### config.mk
export PLATFORM = sky130hd
export DESIGN_NAME = tcc_timer_core
export DESIGN_NICKNAME = d
export VERILOG_FILES = /design/src/core/tcc_pkg.sv /design/src/core/tcc_timer_core.sv
export SDC_FILE = /design/constraint.sdc
export NUM_CORES = 1
export LEC_CHECK = 0
export ABC_AREA = 1
export BUFFER_PORTS_ARGS = -buffer_cell sky130_fd_sc_hd__buf_2
export CORE_UTILIZATION = 30
export CTS_BUF_LIST = sky130_fd_sc_hd__clkbuf_4 sky130_fd_sc_hd__clkbuf_8
export DETAILED_ROUTE_END_ITERATION = 6
export GPL_TIMING_DRIVEN = 1
export PLACE_DENSITY_LB_ADDON = 0.05
export SLEW_MARGIN = 5
export SYNTH_ARGS = -nofsm -noshare
export SYNTH_HDL_FRONTEND = slang
export SYNTH_SLANG_ARGS = --single-unit
### constraint.sdc
create_clock -name clk_in -period 1.96 [get_ports clk_in]
set_input_delay 0 -clock clk_in [delete_from_list [all_inputs] [get_ports clk_in]]
set_output_delay 0 -clock clk_in [all_outputs]
set_load 0.01 [all_outputs]
### src/core/tcc_pkg.sv
// tcc_pkg: register map, field positions and reset values of the timer core.
// assumes a 32-bit AHB-Lite slave with one register per aligned word.
package tcc_pkg;

    // register indices as printed; byte address = index * 4
    localparam logic [7:0] TCC_IDX_STATUS    = 8'h40;
    localparam logic [7:0] TCC_IDX_CNT_HI    = 8'h41;
    localparam logic [7:0] TCC_IDX_CNT_LO    = 8'h42;
    localparam logic [7:0] TCC_IDX_LIM_HI    = 8'h43;
    localparam logic [7:0] TCC_IDX_LIM_LO    = 8'h44;
    localparam logic [7:0] TCC_IDX_CH0_CTRL  = 8'h45;
    localparam logic [7:0] TCC_IDX_CH0_VALHI = 8'h46;
    localparam logic [7:0] TCC_IDX_CH0_VALLO = 8'h47;
    localparam logic [7:0] TCC_IDX_CH1_CTRL  = 8'h48;
    localparam logic [7:0] TCC_IDX_CH1_VALHI = 8'h49;
    localparam logic [7:0] TCC_IDX_CH1_VALLO = 8'h4a;

    // timer_status_control fields
    localparam int TCC_ST_FLAG = 7;
    localparam int TCC_ST_IE   = 6;
    localparam int TCC_ST_HALT = 5;
    localparam int TCC_ST_RST  = 4;

    // channel status/control fields
    localparam int TCC_CH_FLAG = 7;
    localparam int TCC_CH_IE   = 6;
    localparam int TCC_CH_BUF  = 5;
    localparam int TCC_CH_MSA  = 4;
    localparam int TCC_CH_ELSB = 3;
    localparam int TCC_CH_ELSA = 2;
    localparam int TCC_CH_TOV  = 1;
    localparam int TCC_CH_MAX  = 0;

    // prescale codes and reset values
    localparam logic [2:0]  TCC_PS_DIV1   = 3'h0;
    localparam logic [2:0]  TCC_PS_EXT    = 3'h7;
    localparam logic [15:0] TCC_LIM_RESET = 16'hffff;
    localparam logic [7:0]  TCC_CTL_RESET = 8'h00;
    localparam int          TCC_PRESC_W   = 6;

    // edge/level select encodings
    localparam logic [1:0] TCC_ELS_OFF    = 2'h0;
    localparam logic [1:0] TCC_ELS_TOGGLE = 2'h1;
    localparam logic [1:0] TCC_ELS_CLEAR  = 2'h2;
    localparam logic [1:0] TCC_ELS_SET    = 2'h3;

endpackage : tcc_pkg

### src/core/tcc_timer_core.sv
// tcc_timer_core: 16-bit modulo timer with prescaler and two capture/compare channels.
// assumes one 25 MHz clock, pins synchronous to it, zero-wait AHB-Lite word access.
`timescale 1ns/10ps
module tcc_timer_core (
    input  wire logic        clk_in,
    input  wire logic        reset_n_in,
    input  wire logic        hsel_in,
    input  wire logic [31:0] haddr_in,
    input  wire logic [1:0]  htrans_in,
    input  wire logic        hwrite_in,
    input  wire logic [2:0]  hsize_in,
    input  wire logic [31:0] hwdata_in,
    input  wire logic        hready_in,
    output logic      [31:0] hrdata_out,
    output logic             hreadyout_out,
    output logic             hresp_out,
    input  wire logic        external_count_clock_in,
    input  wire logic        port_d_direction_bit6_in,
    output logic             external_count_clock_oe_out,
    input  wire logic [1:0]  channel_pin_in,
    output logic      [1:0]  channel_pin_out,
    output logic      [1:0]  channel_pin_oe_out,
    output logic             overflow_irq_out,
    output logic      [1:0]  channel_irq_out
);
    import tcc_pkg::*;

    // bus state
    logic        dp_wr_q;
    logic [7:0]  dp_idx_q;
    // counter state
    logic        ovf_flag_q;
    logic        ovf_ie_q;
    logic        halt_q;
    logic [2:0]  ps_q;
    logic        ovf_armed_q;
    logic [15:0] cnt_q;
    logic [15:0] lim_q;
    logic        lim_inh_q;
    logic [TCC_PRESC_W-1:0] presc_q;
    logic [7:0]  lat_lo_q;
    logic        lat_valid_q;
    logic        ext_prev_q;
    logic        buf_last_q;
    logic        buf_sel_q;
    // per-channel state
    logic [7:0]  ctl_q      [2];
    logic [15:0] val_q      [2];
    logic        val_inh_q  [2];
    logic        ch_armed_q [2];
    logic        pin_prev_q [2];

    // address phase decode; accesses above the 1 KiB window read zero
    wire        addr_ok  = hsel_in & htrans_in[1] & hready_in;
    wire [7:0]  a_idx    = haddr_in[9:2];
    wire        a_map    = (haddr_in[31:10] == 22'h0);
    wire        rd_ev    = addr_ok & ~hwrite_in & a_map;
    wire [7:0]  w        = hwdata_in[7:0];
    wire        rd_st    = rd_ev & (a_idx == TCC_IDX_STATUS);
    wire        rd_cnthi = rd_ev & (a_idx == TCC_IDX_CNT_HI);
    wire        rd_cntlo = rd_ev & (a_idx == TCC_IDX_CNT_LO);
    wire        wr_st    = dp_wr_q & (dp_idx_q == TCC_IDX_STATUS);
    wire        wr_limhi = dp_wr_q & (dp_idx_q == TCC_IDX_LIM_HI);
    wire        wr_limlo = dp_wr_q & (dp_idx_q == TCC_IDX_LIM_LO);

    // tick generation: prescaler taps or rising edge of the external tick
    wire [TCC_PRESC_W-1:0] presc_mask =
        TCC_PRESC_W'((7'h01 << ps_q) - 7'h01);
    wire presc_tick = ((presc_q & presc_mask) == presc_mask);
    wire ext_edge   = external_count_clock_in & ~ext_prev_q;
    wire tick       = ~halt_q & ((ps_q == TCC_PS_EXT) ? ext_edge : presc_tick);
    wire wrap       = tick & (cnt_q == lim_q);
    wire [15:0] cnt_next = wrap ? 16'h0000 : cnt_q + 16'h0001;
    wire trst       = wr_st & w[TCC_ST_RST];
    wire ovf_set    = wrap & ~lim_inh_q;
    // only a zero written after an armed read clears; a one is ignored
    wire ovf_clr    = wr_st & ~w[TCC_ST_FLAG] & ovf_armed_q;

    // register read mux
    wire [7:0] rd_st_b  = {ovf_flag_q, ovf_ie_q, halt_q, 2'h0, ps_q};
    wire [7:0] rd_lo_b  = lat_valid_q ? lat_lo_q : cnt_q[7:0];
    wire [7:0] ctl1_rd  = {ctl_q[1][7:6], 1'b0, ctl_q[1][4:0]};
    wire [7:0] rd_byte  =
        (a_idx == TCC_IDX_STATUS)    ? rd_st_b     :
        (a_idx == TCC_IDX_CNT_HI)    ? cnt_q[15:8] :
        (a_idx == TCC_IDX_CNT_LO)    ? rd_lo_b     :
        (a_idx == TCC_IDX_LIM_HI)    ? lim_q[15:8] :
        (a_idx == TCC_IDX_LIM_LO)    ? lim_q[7:0]  :
        (a_idx == TCC_IDX_CH0_CTRL)  ? ctl_q[0]    :
        (a_idx == TCC_IDX_CH0_VALHI) ? val_q[0][15:8] :
        (a_idx == TCC_IDX_CH0_VALLO) ? val_q[0][7:0]  :
        (a_idx == TCC_IDX_CH1_CTRL)  ? ctl1_rd     :
        (a_idx == TCC_IDX_CH1_VALHI) ? val_q[1][15:8] :
        (a_idx == TCC_IDX_CH1_VALLO) ? val_q[1][7:0]  : 8'h00;

    // bus slave: zero wait states, read data registered for the data phase
    always_ff @(posedge clk_in or negedge reset_n_in) begin
        if (!reset_n_in) begin
            dp_wr_q       <= 1'b0;
            dp_idx_q      <= 8'h00;
            hrdata_out    <= 32'h0000_0000;
            hreadyout_out <= 1'b1;
            hresp_out     <= 1'b0;
        end else begin
            dp_wr_q       <= addr_ok & hwrite_in & a_map;
            dp_idx_q      <= a_idx;
            hrdata_out    <= rd_ev ? {24'h00_0000, rd_byte} : 32'h0000_0000;
            hreadyout_out <= 1'b1;
            hresp_out     <= 1'b0;
        end
    end

    // status/control; set beats clear and a set after the read disarms
    always_ff @(posedge clk_in or negedge reset_n_in) begin
        if (!reset_n_in) begin
            ovf_flag_q  <= 1'b0;
            ovf_ie_q    <= 1'b0;
            halt_q      <= 1'b1;
            ps_q        <= TCC_PS_DIV1;
            ovf_armed_q <= 1'b0;
        end else begin
            ovf_flag_q <= ovf_set | (ovf_flag_q & ~ovf_clr);
            if (wr_st) begin
                ovf_ie_q <= w[TCC_ST_IE];
                halt_q   <= w[TCC_ST_HALT];
                ps_q     <= w[2:0];
            end
            if (ovf_set)
                ovf_armed_q <= 1'b0;
            else if (rd_st & ovf_flag_q)
                ovf_armed_q <= 1'b1;
            else if (wr_st)
                ovf_armed_q <= 1'b0;
        end
    end

    // counter, prescaler and low-byte latch
    always_ff @(posedge clk_in or negedge reset_n_in) begin
        if (!reset_n_in) begin
            cnt_q       <= 16'h0000;
            presc_q     <= '0;
            lat_lo_q    <= 8'h00;
            lat_valid_q <= 1'b0;
            ext_prev_q  <= 1'b0;
        end else begin
            ext_prev_q <= external_count_clock_in;
            if (trst) begin
                cnt_q       <= 16'h0000;
                presc_q     <= '0;
                lat_valid_q <= 1'b0;
            end else begin
                if (tick)
                    cnt_q <= cnt_next;
                if (!halt_q)
                    presc_q <= presc_q + 1'b1;
                if (rd_cnthi && !lat_valid_q) begin
                    lat_lo_q    <= cnt_q[7:0];
                    lat_valid_q <= 1'b1;
                end else if (rd_cntlo) begin
                    lat_valid_q <= 1'b0;
                end
            end
        end
    end

    // limit registers; the high byte holds off the flag until the low byte lands
    always_ff @(posedge clk_in or negedge reset_n_in) begin
        if (!reset_n_in) begin
            lim_q     <= TCC_LIM_RESET;
            lim_inh_q <= 1'b0;
        end else if (wr_limhi) begin
            lim_q[15:8] <= w;
            lim_inh_q   <= 1'b1;
        end else if (wr_limlo) begin
            lim_q[7:0]  <= w;
            lim_inh_q   <= 1'b0;
        end
    end

    // interrupt requests and external clock pin direction
    always_ff @(posedge clk_in or negedge reset_n_in) begin
        if (!reset_n_in) begin
            overflow_irq_out            <= 1'b0;
            external_count_clock_oe_out <= 1'b0;
        end else begin
            overflow_irq_out            <= ovf_flag_q & ovf_ie_q;
            external_count_clock_oe_out <=
                port_d_direction_bit6_in & (ps_q != TCC_PS_EXT);
        end
    end

    // buffered pair: the last-written value set takes over at each wrap
    wire wr_v0lo = dp_wr_q & (dp_idx_q == TCC_IDX_CH0_VALLO);
    wire wr_v1lo = dp_wr_q & (dp_idx_q == TCC_IDX_CH1_VALLO);
    always_ff @(posedge clk_in or negedge reset_n_in) begin
        if (!reset_n_in) begin
            buf_last_q <= 1'b0;
            buf_sel_q  <= 1'b0;
        end else begin
            if (wr_v1lo)
                buf_last_q <= 1'b1;
            else if (wr_v0lo)
                buf_last_q <= 1'b0;
            if (!ctl_q[0][TCC_CH_BUF])
                buf_sel_q <= 1'b0;
            else if (wrap)
                buf_sel_q <= buf_last_q;
        end
    end

    // capture/compare channels
    genvar gi;
    generate
        for (gi = 0; gi < 2; gi++) begin : g_ch
            localparam logic [7:0] IDX_CTL = (gi == 0) ? TCC_IDX_CH0_CTRL  : TCC_IDX_CH1_CTRL;
            localparam logic [7:0] IDX_VH  = (gi == 0) ? TCC_IDX_CH0_VALHI : TCC_IDX_CH1_VALHI;
            localparam logic [7:0] IDX_VL  = (gi == 0) ? TCC_IDX_CH0_VALLO : TCC_IDX_CH1_VALLO;
            wire [7:0] c      = ctl_q[gi];
            wire [1:0] els    = c[TCC_CH_ELSB:TCC_CH_ELSA];
            // channel 1 loses capture, compare and control bits 6:0 while channel 0 runs buffered
            wire       en     = (gi == 0) ? 1'b1 : ~ctl_q[0][TCC_CH_BUF];
            wire       buf_m  = (gi == 0) ? c[TCC_CH_BUF] : 1'b0;
            wire       cap_m  = en & ~buf_m & ~c[TCC_CH_MSA] & (els != TCC_ELS_OFF);
            wire       cmp_m  = en & (buf_m | c[TCC_CH_MSA]);
            wire       rise   = channel_pin_in[gi] & ~pin_prev_q[gi];
            wire       fall   = ~channel_pin_in[gi] & pin_prev_q[gi];
            wire       cap_ev = cap_m & ~halt_q &
                                ((rise & els[0]) | (fall & els[1]));
            wire       use1   = buf_m & buf_sel_q;
            wire [15:0] cval  = use1 ? val_q[1] : val_q[gi];
            wire       inh    = use1 ? val_inh_q[1] : val_inh_q[gi];
            wire       cmp_ev = cmp_m & tick & (cnt_next == cval) & ~inh;
            wire       ev     = cap_ev | cmp_ev;
            wire       rd_c   = rd_ev & (a_idx == IDX_CTL);
            wire       wr_c   = dp_wr_q & (dp_idx_q == IDX_CTL) & en;
            wire       wr_vh  = dp_wr_q & (dp_idx_q == IDX_VH);
            wire       wr_vl  = dp_wr_q & (dp_idx_q == IDX_VL);
            wire       clr    = wr_c & ~w[TCC_CH_FLAG] & ch_armed_q[gi];
            wire [6:0] wmask  = (gi == 0) ? 7'h7f : 7'h5f;   // bit 5 reserved on channel 1
            // output level: preset, forced full duty, wrap toggle, compare action
            wire       cur    = channel_pin_out[gi];
            wire       act    = (els == TCC_ELS_TOGGLE) ? ~cur :
                                (els == TCC_ELS_SET);
            wire       out_d  = (els == TCC_ELS_OFF) ? ~c[TCC_CH_MSA] :
                                (c[TCC_CH_MAX] & ~c[TCC_CH_TOV]) ? 1'b1 :
                                (wrap & c[TCC_CH_TOV]) ? ~cur :      // wrap beats compare
                                cmp_ev ? act : cur;

            // control register with sticky event flag
            always_ff @(posedge clk_in or negedge reset_n_in) begin
                if (!reset_n_in) begin
                    ctl_q[gi]      <= TCC_CTL_RESET;
                    ch_armed_q[gi] <= 1'b0;
                end else begin
                    ctl_q[gi][TCC_CH_FLAG] <= ev | (c[TCC_CH_FLAG] & ~clr);
                    if (wr_c)
                        ctl_q[gi][6:0] <= w[6:0] & wmask;
                    else if (!en)
                        ctl_q[gi][6:0] <= 7'h00;
                    if (ev)
                        ch_armed_q[gi] <= 1'b0;
                    else if (rd_c & c[TCC_CH_FLAG])
                        ch_armed_q[gi] <= 1'b1;
                    else if (wr_c)
                        ch_armed_q[gi] <= 1'b0;
                end
            end

            // value register: capture target or compare value
            always_ff @(posedge clk_in or negedge reset_n_in) begin
                if (!reset_n_in) begin
                    val_q[gi]     <= 16'h0000;
                    val_inh_q[gi] <= 1'b0;
                end else if (wr_vh) begin
                    val_q[gi][15:8] <= w;
                    val_inh_q[gi]   <= 1'b1;
                end else if (wr_vl) begin
                    val_q[gi][7:0]  <= w;
                    val_inh_q[gi]   <= 1'b0;
                end else if (cap_ev) begin
                    val_q[gi] <= cnt_q;
                end
            end

            // pin driver; the pin is released when edge/level select is off
            always_ff @(posedge clk_in or negedge reset_n_in) begin
                if (!reset_n_in) begin
                    pin_prev_q[gi]         <= 1'b0;
                    channel_pin_out[gi]    <= 1'b0;
                    channel_pin_oe_out[gi] <= 1'b0;
                    channel_irq_out[gi]    <= 1'b0;
                end else begin
                    pin_prev_q[gi]         <= channel_pin_in[gi];
                    channel_pin_out[gi]    <= out_d;
                    channel_pin_oe_out[gi] <= cmp_m & (els != TCC_ELS_OFF);
                    channel_irq_out[gi]    <= c[TCC_CH_FLAG] & c[TCC_CH_IE];
                end
            end
        end
    endgenerate

endmodule : tcc_timer_core

==> metrics.txt, run 1 <==
ranking of synthesized cells by area=dfrtp_1, nand2_1, o21ai_0; Hold Fails Final Rpt=0; FFs w/ async S/R, synth=100%; Worst Max-Slew Pin Slew=0.756 ns; Starting Density=30.8%; Syn Area/Cell=7.35 um^2; largest family of logic cells by synthesized area=simple AND/OR/NAND/NOR gates; CTS Root Cell=clkbuf_8; crit path launch type=flip-flop; via count=8274; Post-Synthesis Cells=1097; Yosys top cell area share=36.9%; YS warnings=0; register area share after synthesis=42.5%; Nets=1437; compound-cell area share of the yosys netlist=16.4%; mux contribution to synthesized area=0%; Reg power frac=43.8%; CTS H-tree depth=4; DRC=4; chip width=166 um; first-pass GRT wire length=49.3 mm; Syn-to-layout area delta=40.6%; CP endpoint=ch_armed_q[0]; CTS tree=done; max_cap viols=0; clk buf depth=2; kind of critical path=reg -> reg; number of diodes=0; path depth of the worst reg2reg path=15; antenna violations before repair=1; final hold slack=0.0501 ns; port bufs=63; DRT iter0 DRCs=570; Post-synth EDFFs=0; post-synthesis xor/xnor area fraction=3.04%; gr ovfl total=0; Fin Clk Skew=0.0190 ns; total die area=0.0275 mm^2; WL/cell=19.2 um; outcome=finished, violations left; die height=166 um; Setup crit end kind=flip-flop; Cell variety after synth=50; Synth Register Bits=136; P_sw=1.74 mW; Sink Count=136; largest net degree at the start of global routing=49; R2R Path End=ch_armed_q[0]; peak supply drop=330 uV; Reg clk slew, reported paths=0.09 ns; CP Launch Point=lim_q[3]; Internal Power=4.82 mW; total CTS buffers=17; unrepaired setup endpoints after global routing=yes; Pleak=5.62 nW; vias in the first global route=8019; slew margin rel.=49.5%; WP data required=2.31 ns; final core occ=43.3%; most numerous cell in the Yosys netlist=nand2_1; Reg2Reg Launch Point=lim_q[3]; GP Congestion=0.883; post-synthesis simple-gate area fraction=26.1%; switching share of power=26.6%; share of cells above drive strength 1=30.7%; Top FF cell, synth=dfrtp_1; IO Count=120; path type of the worst min-delay path=in -> async; setup TNS=-2.12 ns; Worst Slack Setup Final=-0.406 ns; Max Transition Viols Final=0; fill count=2705; Tot GR Track Use=24.2%; endpoints failing setup=8; Max Fanout on Critical Path=8; PD cells=579 mW/mm^2; std cell rows=59; area of the mapped netlist=0.00806 mm^2; final worst-path cycle share=121%; Synth top cells by count=nand2_1, inv_1, o21ai_0, dfrtp_1, nor2_1; core box area=0.0262 mm^2; DPL Wire Length=24.6 mm; combinational power share=10.1%; Clk network pwr share=46.1%; 1st-pass router iterations=7; Post-DRT Antenna Nets=0; Vias/cell=4.85; Adder-Cell Fraction of Synth Area=0.310%; Min Clock Period, post-route=2.37 ns; reg2reg setup slack=-0.41 ns; Post-Route WL=32.7 mm; latest clock arrival within the worst-skew pair=0.47 ns; Worst Path Arrival=2.72 ns; post-layout power=6.56 mW; leading area contributor after synthesis=dfrtp_1; Max Fclk=0.423 GHz; failing checks=DRC, setup timing
## registers in the layout, indices dropped and copies added, names as in the netlist, 3 cells and up
name	count
g_ch.cval	16
lat_lo_q	8
val_q	16
lim_q	16
g_ch.c	15
presc_q	6
hrdata_out	8
cnt_q	16
dp_idx_q	8
ps_q	3
## power groups by stage
stage | clock [mW] | combinational (mW) | sequential (mW)
after floorplan | 0 | 0.268 | 2.91
after global placement | 0 | 0.589 | 2.93
after detailed placement | 0 | 0.586 | 2.92
after CTS | 3.08 | 0.627 | 2.87
after global routing | 3.21 | 0.725 | 2.88
final | 3.03 | 0.662 | 2.87
## metrics by stage
| step | instance area (um^2) | std cells | setup slack [ns] |
|---|---|---|---|
| detailed placement | 9990 | 1628 | -0.509 |
| CTS | 10900 | 1688 | -0.428 |
| global placement | 9990 | 1628 | -0.467 |
| floorplan | 8160 | 1121 | -0.0112 |
| global route | 11300 | 1705 | -0.545 |
| finish | 11300 | 1705 | -0.406 |
## critical path, cell delays in order (launching register included)
cell     delay, ns
dfstp_2       0.56
xnor2_2       0.11
nand2_1       0.09
nor2_2        0.15
nand2_2       0.09
nor2_4        0.10
nand2_4       0.11
buf_12        0.18
buf_8         0.13
nand3_2       0.06
nand2_2       0.05
nor2_2        0.09
nand3_1       0.08
nor2_2        0.16
nand3_4       0.13
and3_4        0.17
## logic make-up (layout without fill, tap and decap cells)
| logic type | after synthesis | count (layout) |
|---|---|---|
| simple gates | 497 | 497 |
| other cells | 2 | 26 |
| compound gates | 230 | 230 |
| fa+ha+maj | 2 | 2 |
| xor+xnor | 28 | 28 |
| buf+inv | 202 | 451 |
| flops | 136 | 136 |
## worst min path at each step
stage | startpoint | cells after the start | endpoint
4_1_cts | reset_n_in | 2 | channel_pin_oe_out[0]
6_report | reset_n_in | 2 | channel_pin_oe_out[0]
5_1_grt | reset_n_in | 2 | channel_pin_oe_out[0]
3_5_place_dp | reset_n_in | 1 | channel_pin_oe_out[0]
3_3_place_gp | reset_n_in | 1 | channel_pin_oe_out[0]
2_1_floorplan | reset_n_in | 0 | buf_last_q
## repair_timing
item                                    CTS  global route
hold endpoints to repair                141             2
endpoints found under the setup margin   14            76
setup buffers                             6            17
gates cloned                              2             2
gates resized for setup                  36            98
hold buffers                             20             2
pin swaps                                 3            42
## layer usage
layer,GRT usage [%],wire length (um)
met1,33.5,15200
met2,38.1,15000
met3,4.10,1570
met4,8.13,873
met5,0,13
## cell type report
| cell class | instances | area [um^2] | area share [%] |
|---|---|---|---|
| multi-input combinational | 783 | 4150 | 36.6 |
| sequential | 136 | 3430 | 30.2 |
| timing repair buffer | 279 | 2300 | 20.3 |
| inverter | 140 | 537 | 4.74 |
| tap | 335 | 419 | 3.70 |
| clock buffer | 19 | 255 | 2.25 |
| clock inverter | 13 | 243 | 2.14 |
## layout by cell type, fill, tap and decap left out, drive strengths merged, types with 4 or more instances in the layout
master / synthesis / routed
or2: 4 / 4
dfstp: 17 / 17
o21ai: 133 / 133
o211ai: 29 / 29
conb: 2 / 26
xnor2: 11 / 11
clkbuf: 10 / 21
and3: 4 / 4
a31oi: 5 / 5
xor2: 17 / 17
nand3: 43 / 43
buf: 52 / 255
nand4: 19 / 19
inv: 137 / 141
a21oi: 25 / 25
clkinv: 3 / 4
nor3: 18 / 18
dlygate4sd3: 0 / 20
nor2: 94 / 94
o22ai: 27 / 27
nor4: 6 / 6
nand3b: 5 / 5
bufinv: 0 / 6
dfrtp: 119 / 119
nand2: 303 / 303
Note: power is estimated with default switching activity, not from simulation.
==> run 2, diff against run 1 <==
--- a/config.mk
+++ b/config.mk
@@ -7,6 +7,7 @@
 export LEC_CHECK = 0
 export ABC_AREA = 1
 export BUFFER_PORTS_ARGS = -buffer_cell sky130_fd_sc_hd__buf_2
+export CORE_MARGIN = 2
 export CORE_UTILIZATION = 30
 export CTS_BUF_LIST = sky130_fd_sc_hd__clkbuf_4 sky130_fd_sc_hd__clkbuf_8
 export DETAILED_ROUTE_END_ITERATION = 6
==> run 2 against run 1 <==
Against the previous run:
- the flow finishes with violations (setup timing)
- sequential power about the same
- count of clock-buffer cells in the layout unchanged
- cell area down 2.8%
- sequential share of layout area up 0.88 points
- first-iteration DRC count up 15%
- worst hold slack worse by 0.030 ns
- total power down 4.0%
- non-clock buffer count down 30
- largest power group is now registers
==> metrics.txt, run 2 (synthesis gave the netlist of run 1 again) <==
endpoints failing setup=6 (was 8); routed wl met2=15.3 mm (was 15.0 mm); number of diodes=0 (unchanged); Worst Path Arrival=2.71 ns (was 2.72 ns); largest net degree at the start of global routing=52 (was 49); Setup crit end kind=flip-flop (unchanged); antenna violations before repair=0 (was 1); Vias/cell=4.83 (was 4.85); Final Cell Area=0.0110 mm^2 (was 0.0113 mm^2); via count=8126 (was 8274); CTS H-tree depth=4 (unchanged); latest clock arrival within the worst-skew pair=0.48 ns (was 0.47 ns); DRC=0 (was 4); vias in the first global route=7770 (was 8019); final core occ=41.4% (was 43.3%); P_sw=1.77 mW (was 1.74 mW); Pleak=5.40 nW (was 5.62 nW); Worst Slack Setup Final=-0.406 ns (about the same); crit path launch type=flip-flop (unchanged); path type of the worst min-delay path=in -> async (unchanged); DPL Wire Length=24.4 mm (was 24.6 mm); final worst-path cycle share=121% (about the same); Tot GR Track Use=23.5% (was 24.2%); setup TNS=-1.96 ns (was -2.12 ns); Max Transition Viols Final=0 (unchanged); Worst Max-Slew Pin Slew=0.706 ns (was 0.756 ns); std cell rows=60 (was 59); GP Congestion=0.894 (was 0.883); Starting Density=30.3% (was 30.8%); Internal Power=4.53 mW (was 4.82 mW); max_cap viols=0 (unchanged); unrepaired setup endpoints after global routing=yes (unchanged); Max Fclk=0.423 GHz (about the same); Reg power frac=45.6% (was 43.8%); highest-count cells in the layout ignoring fill and taps=nand2_1, buf_4, inv_1 (unchanged); DP Area=0.00987 mm^2 (was 0.00999 mm^2); die height=168 um (was 166 um); chip width=168 um (was 166 um); final hold slack=0.0204 ns (was 0.0501 ns); Fin Clk Skew=0.0256 ns (was 0.0190 ns); Sink Count=136 (unchanged); CTS tree=done (unchanged); clk buf depth=2 (unchanged); slew margin rel.=52.9% (was 49.5%); Post-Route M1 WL=15.8 mm (was 15.2 mm); IO Count=120 (unchanged); port bufs=63 (unchanged); outcome=finished, violations left (unchanged); Placed Cells incl. Taps=1617 (was 1628); kind of critical path=reg -> reg (unchanged); switching share of power=28.1% (was 26.6%); first-pass GRT wire length=48.9 mm (was 49.3 mm); DRT iter0 DRCs=653 (was 570); CTS Root Cell=clkbuf_8 (unchanged); Finished Layout Cells=1681 (was 1705); PD cells=571 mW/mm^2 (was 579 mW/mm^2); DR WL met3=1.21 mm (was 1.57 mm); Syn-to-layout area delta=36.7% (was 40.6%); combinational power share=10.1% (about the same); post-layout power=6.30 mW (was 6.56 mW); gr ovfl total=0 (unchanged); Post-Route WL=32.6 mm (was 32.7 mm); uppermost layer routed=met4 (was met5); failing checks=setup timing (was DRC, setup timing); Hold Fails Final Rpt=0 (unchanged); core box area=0.0267 mm^2 (was 0.0262 mm^2); fill count=2807 (was 2705); share of cells above drive strength 1=27.8% (was 30.7%); total CTS buffers=17 (unchanged); Reg clk slew, reported paths=0.10 ns (was 0.09 ns); 1st-pass router iterations=5 (was 7); WL/cell=19.4 um (was 19.2 um); commonest non-fill, non-tap cell in the layout=nand2_1 (unchanged); Clk network pwr share=44.3% (was 46.1%); Post-DRT Antenna Nets=0 (unchanged); Min Clock Period, post-route=2.37 ns (about the same); WP data required=2.31 ns (about the same); Max Fanout on Critical Path=8 (unchanged); Nets=1407 (was 1437); total die area=0.0282 mm^2 (was 0.0275 mm^2); Post-Place Setup Slack=-0.388 ns (was -0.509 ns); peak supply drop=392 uV (was 330 uV)
run 2: path summary, 6_finish.rpt:
check	from	cells past startpoint	to	slack, ns
worst max-delay path	lim_q[15]	16	ch_armed_q[1]	-0.41
worst min-delay path	reset_n_in	2	g_ch[0].c[2]	0.02
worst max register to register	lim_q[15]	16	ch_armed_q[1]	-0.41
worst min register to register	val_inh_q[1]	2	val_inh_q[1]	0.47
max in group asynchronous	reset_n_in	3	lim_q[5]	1.19
min in group clk_in	haddr_in[21]	7	hrdata_out[6]	0.09
run 2: repair_timing:
action                                  in CTS  in global routing
endpoints found under the setup margin      23                 71
hold buffers                                20                  0
endpoints found under the hold margin      142                  0
pin swaps                                    0                 19
resized for setup                           38                 66
gates cloned                                 2                  2
setup buffers                                4                  6
run 2: final cells by class:
class	count	area [um^2]	area share, %
clock buffers	19	249	2.26
clock inverters	13	196	1.78
inverters	140	537	4.87
well taps	341	427	3.87
multi-input cells	783	4090	37.1
flip-flops and latches	136	3430	31.1
repair buffers	249	2090	19.0
run 2: power groups by stage:
stage	Clock [mW]	Combinational [mW]	Sequential, mW
finish	2.79	0.636	2.87
global route	2.97	0.698	2.88
CTS	2.85	0.623	2.87
detailed placement	0	0.575	2.93
floorplan	0	0.268	2.91
global placement	0	0.576	2.93
run 2: metal layers:
metal  vias up  GRT usage (%)
li1       3999              -
met1      3907           33.5
met2       202           38.3
met3        18           2.77
met4         0           4.95
met5         -              0
run 2: critical path, stage by stage (launching register included):
cell and delay (ns):
dfstp_2 0.57, inv_2 0.04, nand2_2 0.05, nand4_1 0.11
nor2_2 0.12, nand2_1 0.07, nor2_2 0.11, nand2_2 0.11
buf_12 0.16, buf_16 0.13, nand3b_1 0.07, nand2_1 0.05
nor2_1 0.09, nand4_1 0.13, nor2_1 0.16, nand2_2 0.11
and3_1 0.16
